`src/hdl/dbmi_pkg.sv`:
```
package dbmi_pkg;
    localparam int LANES = 2;
    localparam int BYTE_W = 8;
    localparam int DQ_W = LANES * BYTE_W;
    localparam int WR_INV_BIT = 7;
    localparam int RD_INV_BIT = 6;
    localparam int MASK_EN_BIT = 5;
    localparam int READ_FLAG_ONES = 4;
    localparam int MASK_ONES_MIN = 5;
    localparam int MASK_FIELD_LO = 2;
    localparam int BURST_SHORT = 16;
    localparam int BURST_LONG = 32;
    localparam int MASKED_BURST = 16;
    localparam int CLK_PERIOD_NS = 10;
    localparam int READ_BEAT_NS = 80;
    localparam int READ_BEAT_CYCLES = READ_BEAT_NS / CLK_PERIOD_NS;
    localparam int BEAT_W = DQ_W + LANES;

    typedef enum logic [2:0] {
        CMD_WRITE,
        CMD_MASKED_WRITE,
        CMD_READ,
        CMD_MODE_READ,
        CMD_WR_FIFO,
        CMD_RD_FIFO,
        CMD_RD_CAL
    } dbmi_cmd_t;

    typedef enum logic [1:0] {
        ST_IDLE,
        ST_WRITE,
        ST_READ
    } dbmi_state_t;
endpackage

```
`src/hdl/dbmi_stream_if.sv`:
```
`timescale 1ns/1ps
interface dbmi_stream_if #(parameter int W = 18);
    logic valid;
    logic ready;
    logic [W-1:0] data;
    modport src (output valid, output data, input ready);
    modport snk (input valid, input data, output ready);
endinterface

```
`src/hdl/dbmi_beat_buf.sv`:
```
`timescale 1ns/1ps
module dbmi_beat_buf #(
    parameter int W = 18,
    parameter int DEPTH = 2
) (
    input wire logic clk,
    input wire logic rst_n,
    dbmi_stream_if.snk fill,
    dbmi_stream_if.src drain
);
    localparam int AW = (DEPTH > 1) ? $clog2(DEPTH) : 1;
    localparam int CW = $clog2(DEPTH + 1);
    localparam logic [AW-1:0] LAST = AW'(DEPTH - 1);
    localparam logic [CW-1:0] FULL = CW'(DEPTH);

    logic [W-1:0] mem_reg [DEPTH];
    logic [AW-1:0] wptr_reg;
    logic [AW-1:0] rptr_reg;
    logic [CW-1:0] cnt_reg;
    logic push;
    logic pop;

    // ------------------------------------------------------------
    // Handshake
    // ------------------------------------------------------------
    assign fill.ready = (cnt_reg != FULL);
    assign drain.valid = (cnt_reg != '0);
    assign drain.data = mem_reg[rptr_reg];
    assign push = fill.valid && fill.ready;
    assign pop = drain.valid && drain.ready;

    // ------------------------------------------------------------
    // Storage
    // ------------------------------------------------------------
    always_ff @(posedge clk)
    begin
        if (push)
        begin
            mem_reg[wptr_reg] <= fill.data;
        end
    end

    always_ff @(posedge clk or negedge rst_n)
    begin
        if (!rst_n)
        begin
            wptr_reg <= '0;
            rptr_reg <= '0;
            cnt_reg <= '0;
        end
        else
        begin
            if (push)
            begin
                wptr_reg <= (wptr_reg == LAST) ? '0 : wptr_reg + 1'b1;
            end
            if (pop)
            begin
                rptr_reg <= (rptr_reg == LAST) ? '0 : rptr_reg + 1'b1;
            end
            if (push && !pop)
            begin
                cnt_reg <= cnt_reg + 1'b1;
            end
            else if (pop && !push)
            begin
                cnt_reg <= cnt_reg - 1'b1;
            end
        end
    end
endmodule

```
`src/hdl/dbmi_lane.sv`:
```
`timescale 1ns/1ps
module dbmi_lane
    import dbmi_pkg::*;
(
    input wire dbmi_cmd_t wr_cmd,
    input wire logic wr_inv_en,
    input wire logic mask_en,
    input wire logic [BYTE_W-1:0] wr_byte_in,
    input wire logic wr_pin,
    output logic [BYTE_W-1:0] wr_byte_out,
    output logic wr_keep,
    input wire logic rd_inv_en,
    input wire logic [BYTE_W-1:0] rd_byte_in,
    output logic [BYTE_W-1:0] rd_byte_out,
    output logic rd_flag
);
    logic [3:0] ones_all;
    logic [3:0] ones_upper;

    // ------------------------------------------------------------
    // Ones counts
    // ------------------------------------------------------------
    always_comb
    begin
        ones_all = '0;
        ones_upper = '0;
        for (int i = 0; i < BYTE_W; i++)
        begin
            ones_all = ones_all + 4'(rd_byte_in[i]);
            if (i >= MASK_FIELD_LO)
            begin
                ones_upper = ones_upper + 4'(wr_byte_in[i]);
            end
        end
    end

    // ------------------------------------------------------------
    // Write direction
    // ------------------------------------------------------------
    always_comb
    begin
        wr_byte_out = wr_byte_in;
        wr_keep = 1'b1;
        unique case (wr_cmd)
            CMD_WRITE:
            begin
                // Plain writes only ever invert, never mask
                if (wr_inv_en && wr_pin)
                begin
                    wr_byte_out = ~wr_byte_in;
                end
            end
            CMD_MASKED_WRITE:
            begin
                if (!wr_inv_en)
                begin
                    wr_keep = !(mask_en && wr_pin);
                end
                else if (mask_en && !wr_pin && ones_upper >= 4'(MASK_ONES_MIN))
                begin
                    wr_keep = 1'b0;
                end
                else if (wr_pin)
                begin
                    wr_byte_out = ~wr_byte_in;
                end
            end
            default:
            begin
                wr_keep = 1'b1;
            end
        endcase
    end

    // ------------------------------------------------------------
    // Read direction
    // ------------------------------------------------------------
    always_comb
    begin
        rd_flag = rd_inv_en && (ones_all > 4'(READ_FLAG_ONES));
        rd_byte_out = rd_flag ? ~rd_byte_in : rd_byte_in;
    end
endmodule

```
`src/hdl/dbmi_top.sv`:
```
`timescale 1ns/1ps
module dbmi_top
    import dbmi_pkg::*;
#(
    parameter int TRAIN_DEPTH = 16,
    parameter bit MODE_READ_INVERT = 1'b0,
    parameter int BUF_DEPTH = 2
) (
    input wire logic clk,
    input wire logic nrst,
    input wire logic [7:0] mode_register_three,
    input wire logic [7:0] mode_register_thirteen,
    input wire logic cmd_valid,
    input wire dbmi_cmd_t cmd_code,
    input wire logic cmd_long_burst,
    output logic cmd_ready,
    output logic cmd_illegal,
    input wire logic link_strobe_in,
    input wire logic [DQ_W-1:0] dq_in,
    output logic [DQ_W-1:0] dq_out,
    output logic dq_oe,
    input wire logic [LANES-1:0] mask_invert_pin_in,
    output logic [LANES-1:0] mask_invert_pin_out,
    output logic [LANES-1:0] mask_invert_pin_oe,
    output logic read_strobe_out,
    output logic mask_invert_rx_en,
    output logic wr_valid,
    output logic [DQ_W-1:0] wr_data,
    output logic [LANES-1:0] wr_byte_keep,
    input wire logic rd_valid,
    input wire logic [DQ_W-1:0] rd_data,
    input wire logic [LANES-1:0] rd_pattern,
    output logic rd_ready
);
    localparam int TAW = $clog2(TRAIN_DEPTH);
    localparam logic [5:0] BEATS_SHORT = 6'(BURST_SHORT);
    localparam logic [5:0] BEATS_LONG = 6'(BURST_LONG);
    localparam logic [5:0] BEATS_MASKED = 6'(MASKED_BURST);
    localparam logic [3:0] BEAT_TIME = 4'(READ_BEAT_CYCLES - 1);

    // ------------------------------------------------------------
    // Reset release
    // ------------------------------------------------------------
    logic [1:0] rst_sync_reg;
    logic rst_n;

    always_ff @(posedge clk or negedge nrst)
    begin
        if (!nrst)
        begin
            rst_sync_reg <= 2'h0;
        end
        else
        begin
            rst_sync_reg <= {rst_sync_reg[0], 1'b1};
        end
    end
    assign rst_n = rst_sync_reg[1];

    // ------------------------------------------------------------
    // Mode bits
    // ------------------------------------------------------------
    logic wr_inv_en;
    logic rd_inv_en;
    logic mask_en;
    logic any_en;

    assign wr_inv_en = mode_register_three[WR_INV_BIT];
    assign rd_inv_en = mode_register_three[RD_INV_BIT];
    assign mask_en = mode_register_thirteen[MASK_EN_BIT];
    assign any_en = wr_inv_en || rd_inv_en || mask_en;

    // ------------------------------------------------------------
    // Link input synchronisers
    // ------------------------------------------------------------
    // Strobe, data and pin pass the same three stages so they stay aligned
    logic [2:0] strobe_sync_reg;
    logic [DQ_W-1:0] dq_s1_reg, dq_s2_reg, dq_s3_reg;
    logic [LANES-1:0] pin_s1_reg, pin_s2_reg, pin_s3_reg;
    logic strobe_level_reg;
    logic beat_edge;

    always_ff @(posedge clk or negedge rst_n)
    begin
        if (!rst_n)
        begin
            strobe_sync_reg <= 3'h0;
            dq_s1_reg <= '0;
            dq_s2_reg <= '0;
            dq_s3_reg <= '0;
            pin_s1_reg <= '0;
            pin_s2_reg <= '0;
            pin_s3_reg <= '0;
        end
        else
        begin
            strobe_sync_reg <= {strobe_sync_reg[1:0], link_strobe_in};
            dq_s1_reg <= dq_in;
            dq_s2_reg <= dq_s1_reg;
            dq_s3_reg <= dq_s2_reg;
            pin_s1_reg <= mask_invert_pin_in;
            pin_s2_reg <= pin_s1_reg;
            pin_s3_reg <= pin_s2_reg;
        end
    end

    // Both strobe edges carry a beat
    assign beat_edge = (strobe_sync_reg[1] == strobe_sync_reg[2])
        && (strobe_sync_reg[2] != strobe_level_reg);

    always_ff @(posedge clk or negedge rst_n)
    begin
        if (!rst_n)
        begin
            strobe_level_reg <= 1'b0;
        end
        else if (beat_edge)
        begin
            strobe_level_reg <= strobe_sync_reg[2];
        end
    end

    // ------------------------------------------------------------
    // Command sequencing
    // ------------------------------------------------------------
    dbmi_stream_if #(.W(BEAT_W)) user_s ();
    dbmi_stream_if #(.W(BEAT_W)) drain_s ();
    dbmi_state_t state_reg;
    dbmi_cmd_t cmd_reg;
    logic [5:0] beats_left_reg;
    logic [3:0] beat_timer_reg;
    logic cmd_take;
    logic is_write_cmd;
    logic wr_beat;
    logic rd_load;
    logic rd_done;

    assign cmd_ready = (state_reg == ST_IDLE);
    assign is_write_cmd = (cmd_code == CMD_WRITE) || (cmd_code == CMD_MASKED_WRITE)
        || (cmd_code == CMD_WR_FIFO);
    // A masked write with masking off is refused and flagged
    assign cmd_take = cmd_valid && cmd_ready
        && !(cmd_code == CMD_MASKED_WRITE && !mask_en);
    assign wr_beat = (state_reg == ST_WRITE) && beat_edge;
    assign rd_load = (state_reg == ST_READ) && (beat_timer_reg == 4'h0)
        && (beats_left_reg != 6'h0) && drain_s.valid;
    assign rd_done = (state_reg == ST_READ) && (beat_timer_reg == 4'h0)
        && (beats_left_reg == 6'h0);

    always_ff @(posedge clk or negedge rst_n)
    begin
        if (!rst_n)
        begin
            state_reg <= ST_IDLE;
            cmd_reg <= CMD_WRITE;
            beats_left_reg <= 6'h0;
            beat_timer_reg <= 4'h0;
            cmd_illegal <= 1'b0;
        end
        else
        begin
            cmd_illegal <= cmd_valid && cmd_ready && !cmd_take;
            unique case (state_reg)
                ST_IDLE:
                begin
                    if (cmd_take)
                    begin
                        cmd_reg <= cmd_code;
                        state_reg <= is_write_cmd ? ST_WRITE : ST_READ;
                        if (cmd_code == CMD_MASKED_WRITE)
                        begin
                            beats_left_reg <= BEATS_MASKED;
                        end
                        else
                        begin
                            beats_left_reg <= cmd_long_burst ? BEATS_LONG : BEATS_SHORT;
                        end
                    end
                end
                ST_WRITE:
                begin
                    if (wr_beat)
                    begin
                        beats_left_reg <= beats_left_reg - 6'h1;
                        if (beats_left_reg == 6'h1)
                        begin
                            state_reg <= ST_IDLE;
                        end
                    end
                end
                ST_READ:
                begin
                    if (rd_load)
                    begin
                        beats_left_reg <= beats_left_reg - 6'h1;
                        beat_timer_reg <= BEAT_TIME;
                    end
                    else if (beat_timer_reg != 4'h0)
                    begin
                        beat_timer_reg <= beat_timer_reg - 4'h1;
                    end
                    else if (rd_done)
                    begin
                        state_reg <= ST_IDLE;
                    end
                end
            endcase
        end
    end

    // ------------------------------------------------------------
    // Read beat buffer
    // ------------------------------------------------------------
    // Two entries let the user run ahead while the beat timer paces beats

    assign user_s.valid = rd_valid;
    assign user_s.data = {rd_pattern, rd_data};
    assign rd_ready = user_s.ready;
    assign drain_s.ready = rd_load;

    dbmi_beat_buf #(.W(BEAT_W), .DEPTH(BUF_DEPTH)) u_buf (
        .clk(clk),
        .rst_n(rst_n),
        .fill(user_s),
        .drain(drain_s)
    );

    // ------------------------------------------------------------
    // Byte lanes
    // ------------------------------------------------------------
    logic [LANES-1:0] wr_pin_used;
    logic [DQ_W-1:0] wr_lane_data;
    logic [LANES-1:0] wr_lane_keep;
    logic [DQ_W-1:0] rd_lane_data;
    logic [LANES-1:0] rd_lane_flag;
    logic lane_rd_inv;

    // Receiver on only where the pin carries meaning for this command
    assign mask_invert_rx_en = (state_reg == ST_WRITE) && (wr_inv_en
        || (cmd_reg == CMD_MASKED_WRITE && mask_en)
        || (cmd_reg == CMD_WR_FIFO && any_en));
    assign wr_pin_used = mask_invert_rx_en ? pin_s3_reg : '0;
    // Without inversion support for mode-register reads the pin reads low
    assign lane_rd_inv = rd_inv_en && ((cmd_reg == CMD_READ)
        || (cmd_reg == CMD_MODE_READ && MODE_READ_INVERT));

    for (genvar g = 0; g < LANES; g++)
    begin : g_lane
        dbmi_lane u_lane (
            .wr_cmd(cmd_reg),
            .wr_inv_en(wr_inv_en),
            .mask_en(mask_en),
            .wr_byte_in(dq_s3_reg[g*BYTE_W +: BYTE_W]),
            .wr_pin(wr_pin_used[g]),
            .wr_byte_out(wr_lane_data[g*BYTE_W +: BYTE_W]),
            .wr_keep(wr_lane_keep[g]),
            .rd_inv_en(lane_rd_inv),
            .rd_byte_in(drain_s.data[g*BYTE_W +: BYTE_W]),
            .rd_byte_out(rd_lane_data[g*BYTE_W +: BYTE_W]),
            .rd_flag(rd_lane_flag[g])
        );
    end

    // ------------------------------------------------------------
    // Training pattern store
    // ------------------------------------------------------------
    logic [LANES-1:0] train_mem [TRAIN_DEPTH];
    logic [TAW-1:0] train_ptr_reg;
    logic train_wr;
    logic train_rd;

    assign train_wr = wr_beat && (cmd_reg == CMD_WR_FIFO);
    assign train_rd = rd_load && (cmd_reg == CMD_RD_FIFO);

    always_ff @(posedge clk)
    begin
        if (train_wr)
        begin
            train_mem[train_ptr_reg] <= wr_pin_used;
        end
    end

    // Pointer wraps so longer bursts reuse the stored pattern
    always_ff @(posedge clk or negedge rst_n)
    begin
        if (!rst_n)
        begin
            train_ptr_reg <= '0;
        end
        else if (cmd_take)
        begin
            train_ptr_reg <= '0;
        end
        else if (train_wr || train_rd)
        begin
            train_ptr_reg <= train_ptr_reg + 1'b1;
        end
    end

    // ------------------------------------------------------------
    // Array-side write beats
    // ------------------------------------------------------------
    always_ff @(posedge clk or negedge rst_n)
    begin
        if (!rst_n)
        begin
            wr_valid <= 1'b0;
            wr_data <= '0;
            wr_byte_keep <= '0;
        end
        else
        begin
            wr_valid <= wr_beat && (cmd_reg != CMD_WR_FIFO);
            if (wr_beat)
            begin
                wr_data <= wr_lane_data;
                wr_byte_keep <= wr_lane_keep;
            end
        end
    end

    // ------------------------------------------------------------
    // Link-side read drive
    // ------------------------------------------------------------
    always_ff @(posedge clk or negedge rst_n)
    begin
        if (!rst_n)
        begin
            dq_out <= '0;
            dq_oe <= 1'b0;
            mask_invert_pin_out <= '0;
            mask_invert_pin_oe <= '0;
            read_strobe_out <= 1'b0;
        end
        else if (rd_load)
        begin
            dq_oe <= 1'b1;
            read_strobe_out <= !read_strobe_out;
            unique case (cmd_reg)
                CMD_RD_FIFO:
                begin
                    dq_out <= drain_s.data[DQ_W-1:0];
                    mask_invert_pin_out <= train_mem[train_ptr_reg];
                    mask_invert_pin_oe <= {LANES{any_en}};
                end
                CMD_RD_CAL:
                begin
                    dq_out <= drain_s.data[DQ_W-1:0];
                    mask_invert_pin_out <= drain_s.data[BEAT_W-1:DQ_W];
                    mask_invert_pin_oe <= {LANES{any_en}};
                end
                default:
                begin
                    dq_out <= rd_lane_data;
                    mask_invert_pin_out <= rd_lane_flag;
                    mask_invert_pin_oe <= {LANES{rd_inv_en}};
                end
            endcase
        end
        else if (rd_done || state_reg != ST_READ)
        begin
            dq_oe <= 1'b0;
            mask_invert_pin_oe <= '0;
            mask_invert_pin_out <= '0;
        end
    end
endmodule

```
`config.mk`:
```
export PLATFORM = sky130hd
export DESIGN_NAME = dbmi_top
export DESIGN_NICKNAME = d
export VERILOG_FILES = /design/src/hdl/dbmi_pkg.sv /design/src/hdl/dbmi_stream_if.sv /design/src/hdl/dbmi_beat_buf.sv /design/src/hdl/dbmi_lane.sv /design/src/hdl/dbmi_top.sv
export SDC_FILE = /design/constraint.sdc
export NUM_CORES = 1
export LEC_CHECK = 0
export ABC_CLOCK_PERIOD_IN_PS = 4010
export BUFFER_PORTS_ARGS = -buffer_cell sky130_fd_sc_hd__clkbuf_2
export CELL_PAD_IN_SITES_DETAIL_PLACEMENT = 1
export CELL_PAD_IN_SITES_GLOBAL_PLACEMENT = 2
export CORE_AREA = 5 5 110 215
export CTS_BUF_LIST = sky130_fd_sc_hd__clkbuf_4 sky130_fd_sc_hd__clkbuf_8
export DETAILED_ROUTE_END_ITERATION = 16
export DIE_AREA = 0 0 115 220
export GPL_TIMING_DRIVEN = 1
export PLACE_DENSITY_LB_ADDON = 0.1
export SYNTH_ARGS = -nofsm -noshare
export SYNTH_HDL_FRONTEND = slang
export SYNTH_SLANG_ARGS = --single-unit
```
`constraint.sdc`:
```
create_clock -name clk -period 4.01 [get_ports clk]
set_input_delay 0.2005 -clock clk [delete_from_list [all_inputs] [get_ports clk]]
set_output_delay 0.2005 -clock clk [all_outputs]
set_load 0.1 [all_outputs]
```
==> out/results.ini, run 1 <==
[sta]
period_share_pct = 99.2
finalClockSkew_ns = 0.0149
drv_slew = 0
post-route-min-period_ns = 3.98
tightest_slew_ns = 0.951
grt_setup_unrepaired = yes
slew_headroom_pct = 36.6
finalHoldViolCount = 0
fin_tns_setup_ns = 0
finalSetupViolCount = 0
layout_setup_ws_ns = 0.0312
fmax_mhz = 251

[clock_tree]
cts_htree_levels = 4
insertion_delay_ns = 0.47
clock-sinks = 192
numCtsBuffers = 17
cts.root.buffer_cell = clkbuf_8
clockBufferDepth = 2
cts_tree = yes
cts.clk_slew.worst_paths_ns = 0.10

[critical_path]
arrival_ns = 4.31
worstPathRequired_ns = 4.34
rr_endpoint = dq_out[5]
crit_type = register to register
r2r_setup_slack_ns = 0.03
crit_start = u_buf.rptr_reg
r2r-start = u_buf.rptr_reg
worstSetupEndpoint = dq_out[5]
cp.depth = 15
crit_buf_inv = 4
cp_slowest_cell = fa_2
crit_path_start_kind = register
rr_worst_depth = 15
worst-path-max-fanout = 8
path_delay_family = adder cells
crit_path_cell_trace = buf_6 > mux2_4 > ha_4 > fa_1 > inv_2 > fa_1 > inv_2 > fa_2 > fa_2 > o22ai_2 > a21oi_2 > o21ai_4 > buf_12 > xor2_2 > o21ai_1
setup.worst_path.end_class = register
max_stage_delay_ns = 0.54

[final_layout]
syn_to_final_growth_pct = 23.4
antenna_cells = 0
mostFrequentLayoutCell = dfrtp_1
largest_reg_flops = 36
fillers = 2318
drive_gt1_share_pct = 26.4
final_cell_mix = dfrtp_1, clkbuf_2, edfxtp_1
fin_nets = 817

[logic_synthesis]
synth_area_per_cell_sq_um = 13.8
synth-seq-area-share_pct = 65.1
async_flop_share_pct = 64.6
synth_edf_count = 68
synth_area_sq_um = 7900
ys_warn_count = 0
synthesis.nets = 668
yosys_register_bits = 192
netlist-cell-type-count = 57
synth_ff_type = dfrtp_1
synthCells = 574

[floorplan]
core.rowCount = 77
die_y_um = 220
pin_count = 106
die_w_um = 115
die_area_sq_um = 25300
initial_core_util_pct = 36.0
coreArea_sq_um = 22000

[power]
p_leak_nw = 4.17
p_clk_share_pct = 15.8
ir_drop_mv = 0.539
total_power_mw = 7.85
pwr_density_cell_nw_per_um2 = 805
combinationalPowerShare_pct = 49.8
p_int_mw = 4.17
p_switching_mw = 3.68
switching_share_pct = 46.9
p_seq_share_pct = 34.4

[place]
numPortBuffers = 92
gp_congestion = 0.782
dp_hpwl_um = 13000
pre_cts_slack_ns = -0.0928

[status]
status = completed

[job]
maxCapViolations = 0

[grt]
grt_pass1_wl_um = 29200
antenna_found_initial = 0
groute.usage.overall_pct = 15.1
gr-total-overflow = 0
grt_pass1_vias = 5544
grt_max_degree = 70

[detailed_routing]
remaining_drc_errors = 0
drtAntennaViolNets = 0
drtIter0Drc = 158
drtPass1Iterations = 4
drt_wl_total_um = 17700
wl_per_cell_um = 17.5
num_vias = 4795
via_per_inst = 4.74

[hold_path]
hp-class = input pin to register

==> worst min-delay path by stage <==
| stage | from | endpoint | slack (ns) | cells after the start |
|---|---|---|---|---|
| 5_1_grt | rd_valid | u_buf.wptr_reg | 0.06 | 3 |
| 6_report | rd_valid | u_buf.wptr_reg | 0.07 | 3 |
| 4_1_cts | rd_valid | u_buf.wptr_reg | 0.02 | 3 |
| 3_3_place_gp | nrst | rst_sync_reg[0] | -0.01 | 1 |
| 2_1_floorplan | nrst | rst_sync_reg[0] | -0.1 | 0 |
| 3_5_place_dp | nrst | rst_sync_reg[0] | -0.01 | 1 |
==> power by group through the flow <==
stage                     Sequential, mW  Clock (mW)  Combinational (mW)
after detailed placement            2.74           0                3.72
after CTS                           2.71        1.31                3.90
after global placement              2.72           0                3.60
after floorplan                     3.88           0                1.70
after global routing                2.76        1.39                4.24
final                               2.70        1.24                3.91
==> tightest hold or removal path: cells and delay by family <==
| family | cells | cell delay, ns |
|---|---|---|
| XOR/XNOR | 1 | 0.08 |
| AND/OR/NAND/NOR | 1 | 0.11 |
| buffers and inverters | 1 | 0.09 |
==> stage by stage <==
step                util, %  area, sq um  cells  hold WS, ns
finish                 44.4         9750   1012       0.0656
global route           44.4         9750   1012       0.0636
CTS                    44.2         9700   1011       0.0168
detailed placement     40.3         8850    936      -0.0102
global placement       40.3         8850    936      -0.0143
floorplan                 -         7990    574      -0.0951
==> final cells by class <==
cell class | instances | area (sq um) | area share [%]
clock buffers | 19 | 255 | 2.62
clock inverters | 13 | 126 | 1.30
inverters | 29 | 109 | 1.12
multi-input cells | 331 | 2720 | 27.9
flip-flops and latches | 192 | 5150 | 52.8
well taps | 276 | 345 | 3.54
repair buffers | 152 | 1050 | 10.7
==> layer usage <==
metal | track usage, % | part of all wire [%] | up-vias
met3 | 3.85 | 3.6 | 23
met2 | 27.7 | 56 | 83
met1 | 16.3 | 38 | 2405
met5 | 0 | 0 | -
met4 | 6.07 | 2.4 | 0
li1 | - | - | 2284
==> synthesized netlist by cell type, types with 6 or more instances <==
master    count  area, sq um
ha_1         19          238
and3_1        6         37.5
o21ai_0      40          200
a21oi_1      16         80.1
mux2_2       15          169
inv_1        29          109
mux2i_1      10          100
nand3_1       6         30.0
nand2_1      55          206
nand2b_1      6         37.5
fa_1         14          280
nor2_1       16         60.1
and2_1       18          113
dfrtp_1     124         3100
mux4_2        8          180
edfxtp_1     68         2040
xor2_1       22          193
clkbuf_1     16         60.1
xnor2_1      19          166
==> cell families (layout without fill, tap and decap cells) <==
kind of cell,count (synthesis),count (layout),synth area share (%)
AND/OR/NAND/NOR,138,138,9.01
other,1,1,0.0474
buffers and inverters,51,213,2.52
multiplexers,34,34,5.87
flip-flops,192,192,65.1
adder cells (fa/ha/maj),34,34,6.68
XOR/XNOR,41,41,4.54
AO/OA/AOI/OAI,83,83,6.24
==> what timing repair did <==
item                                   4_1_cts  5_1_grt
setup buffers                                0        1
endpoints found under the hold margin       61        0
hold buffers                                43        0
setup endpoints to repair                   18       18
pin swaps                                    1        4
gates resized for setup                      8       15
(Power assumes the default switching activity.)
==> run 2: changes to the inputs <==
Settings changed: CORE_AREA 5 5 110 215 to 5 5 112 220, DIE_AREA 0 0 115 220 to 0 0 117 225, SYNTH_HIERARCHICAL from default to 1.
==> out/results.ini, run 2 <==
[status]
status = completed

[place]
dp_hpwl_um = 14400
dp.cells = 969
numPortBuffers = 92
placed_area_sq_um = 9270
gp_congestion = 0.782

[logic_synthesis]
synth.top_cell.area_share_pct = 36.4
synth_ff_type = dfrtp_1
async_flop_share_pct = 64.6
synth_edf_count = 68
synth_area_per_cell_sq_um = 13.9
ys_warn_count = 6
yosys_register_bits = 192
yosys-top-cells-area = dfrtp_1, edfxtp_1, mux2_2, fa_1, ha_1
synth_area_sq_um = 8530
yosysMostFrequentCell = dfrtp_1
synthTopCellsByCount = dfrtp_1, edfxtp_1, inv_1
synth-seq-area-share_pct = 60.3
synthesis.nets = 707
synth_largest_area_cell = dfrtp_1
synthCells = 613
netlist-cell-type-count = 63

[critical_path]
max_stage_delay_ns = 0.48
crit_path_start_kind = register
crit_top_cell = fa_1
cp_slowest_cell = fa_1
arrival_ns = 4.19
crit_type = register to register
worst-path-max-fanout = 14
setup.worst_path.end_class = register
path_delay_family = adder cells
crit_path_cell_trace = buf_12 > mux2_4 > inv_1 > fa_1 > fa_1 > fa_1 > inv_1 > fa_1 > o21ai_1 > o22ai_2 > buf_4 > xnor2_1 > mux2i_1 > o21ai_0
r2r_setup_slack_ns = 0.17
worstPathRequired_ns = 4.36
crit_buf_inv = 4

[sta]
slew_headroom_pct = 30.5
finalSetupViolCount = 0
finalHoldViolCount = 0
finalClockSkew_ns = 0.0119
grt_setup_unrepaired = no
fin_tns_setup_ns = 0
period_share_pct = 95.7
post-route-min-period_ns = 3.84
tightest_slew_ns = 1.04
drv_slew = 0
fmax_mhz = 261

[final_layout]
mostFrequentLayoutCell = dfrtp_1
fin_nets = 852
fin_util_pct = 44.8
final_cell_mix = dfrtp_1, clkbuf_2, edfxtp_1
fin_area_sq_um = 10100
stdcell_count = 1051
fillers = 2337
syn_to_final_growth_pct = 19.0
drive_gt1_share_pct = 27.5
antenna_cells = 0
largest_reg_flops = 36

[power]
p_clk_share_pct = 15.3
total_power_mw = 7.87
p_leak_nw = 4.46
p_switching_mw = 3.75
p_int_mw = 4.12
switching_share_pct = 47.6
pwr_density_cell_nw_per_um2 = 775
p_seq_share_pct = 34.7
combinationalPowerShare_pct = 50.0
ir_drop_mv = 0.506

[clock_tree]
cts.root.buffer_cell = clkbuf_8
cts_htree_levels = 4
clockBufferDepth = 2
insertion_delay_ns = 0.49
numCtsBuffers = 17
cts.clk_slew.worst_paths_ns = 0.10
cts_tree = yes
clock-sinks = 192

[floorplan]
die_area_sq_um = 26300
core.rowCount = 78
die_w_um = 117
pin_count = 106
die_y_um = 225
coreArea_sq_um = 22600
initial_core_util_pct = 37.7

[detailed_routing]
wl_per_cell_um = 18.2
via_per_inst = 4.98
num_vias = 5230
drtAntennaViolNets = 0
drtIter0Drc = 166
drtPass1Iterations = 4
drt_wl_total_um = 19200
remaining_drc_errors = 0

[grt]
grt_pass1_vias = 6037
grt_max_degree = 72
gr-total-overflow = 0
groute.usage.overall_pct = 15.7
grt_pass1_wl_um = 31200
antenna_found_initial = 0

[hold_path]
hp-class = input pin to register

[job]
maxCapViolations = 0

## run 2: cell types whose count changed after synthesis, moves of 6 or more
cell,previous run,this run
and3_1,6,20
o21ai_0,40,29
clkbuf_1,16,10
mux2_4,1,10
and2_1,18,1
mux2i_1,10,21
nand2_1,55,36
mux2_2,15,29
inv_1,29,51
xor2_1,22,12
xnor2_1,19,27
## run 2: kinds of logic (layout without fill, tap and decap cells)
family	count (synthesis)	in the layout	synth area share, %
buffers and inverters	75	233	3.98
multiplexers	70	70	10.7
AND/OR/NAND/NOR	126	126	8.44
flip-flops	192	192	60.3
other	1	1	0.0440
XOR/XNOR	43	43	4.77
adder cells (fa/ha/maj)	34	34	6.19
AO/OA/AOI/OAI	72	72	5.53
## run 2: worst paths after layout
| check | startpoint | endpoint | cells after the start |
|---|---|---|---|
| setup / recovery | u_buf/rptr_reg | dq_out[14] | 14 |
| hold / removal | mode_register_thirteen[5] | wr_byte_keep[1] | 3 |
| setup reg to reg | u_buf/rptr_reg | dq_out[14] | 14 |
| hold reg to reg | dq_s1_reg[0] | dq_s2_reg[0] | 0 |
| max in group asynchronous | rst_sync_reg[1] | wr_data[9] | 1 |
| min in group asynchronous | rst_sync_reg[1] | dq_s1_reg[1] | 0 |
## run 2: worst reg2reg max path: stages (launching register included)
cell and delay [ns]:
dfrtp_1 0.41, buf_12 0.16, mux2_4 0.31, inv_1 0.11, fa_1 0.45, fa_1 0.48, fa_1 0.37, inv_1 0.10
fa_1 0.41, o21ai_1 0.15, o22ai_2 0.13, buf_4 0.20, xnor2_1 0.14, mux2i_1 0.18, o21ai_0 0.11
## run 2: repair_timing
item | CTS | global route
gates resized for setup | 1 | 15
pin swaps | 0 | 5
hold buffers | 45 | 0
hold endpoints to repair | 63 | 0
endpoints found under the setup margin | 1 | 16
cloned | 0 | 0
setup buffers | 0 | 5
## run 2: layout make-up
type                            instances  area, sq um  area share, %
Sequential cell                       192         5150           50.7
Multi-Input combinational cell        346         3070           30.2
Timing Repair Buffer                  150         1020           10.1
Tap cell                              280          350           3.45
Clock buffer                           18          248           2.44
Inverter                               51          191           1.89
Clock inverter                         14          119           1.17
## run 2: routing by layer
layer / wire, um / share of wire [%] / global-route usage, %
met1: 6770 / 35 / 16.0
met2: 11200 / 59 / 29.6
met3: 714 / 3.7 / 4.49
met4: 435 / 2.3 / 5.63
met5: 0 / 0 / 0
## run 2: power by group through the flow
stage / sequential [mW] / combinational, mW / clock (mW)
after floorplan: 3.94 / 1.92 / 0
after CTS: 2.74 / 3.94 / 1.27
after detailed placement: 2.78 / 3.89 / 0
final: 2.73 / 3.94 / 1.20
after global routing: 2.79 / 4.26 / 1.34
after global placement: 2.76 / 3.78 / 0
## run 2: stage by stage
stage	hold slack (ns)	setup slack, ns
detailed placement	-0.00569	-0.0550
global placement	-0.0129	0.0449
finish	0.133	0.172
floorplan	-0.0951	0.0867
global route	0.0968	0.00289
CTS	0.0774	0.00404
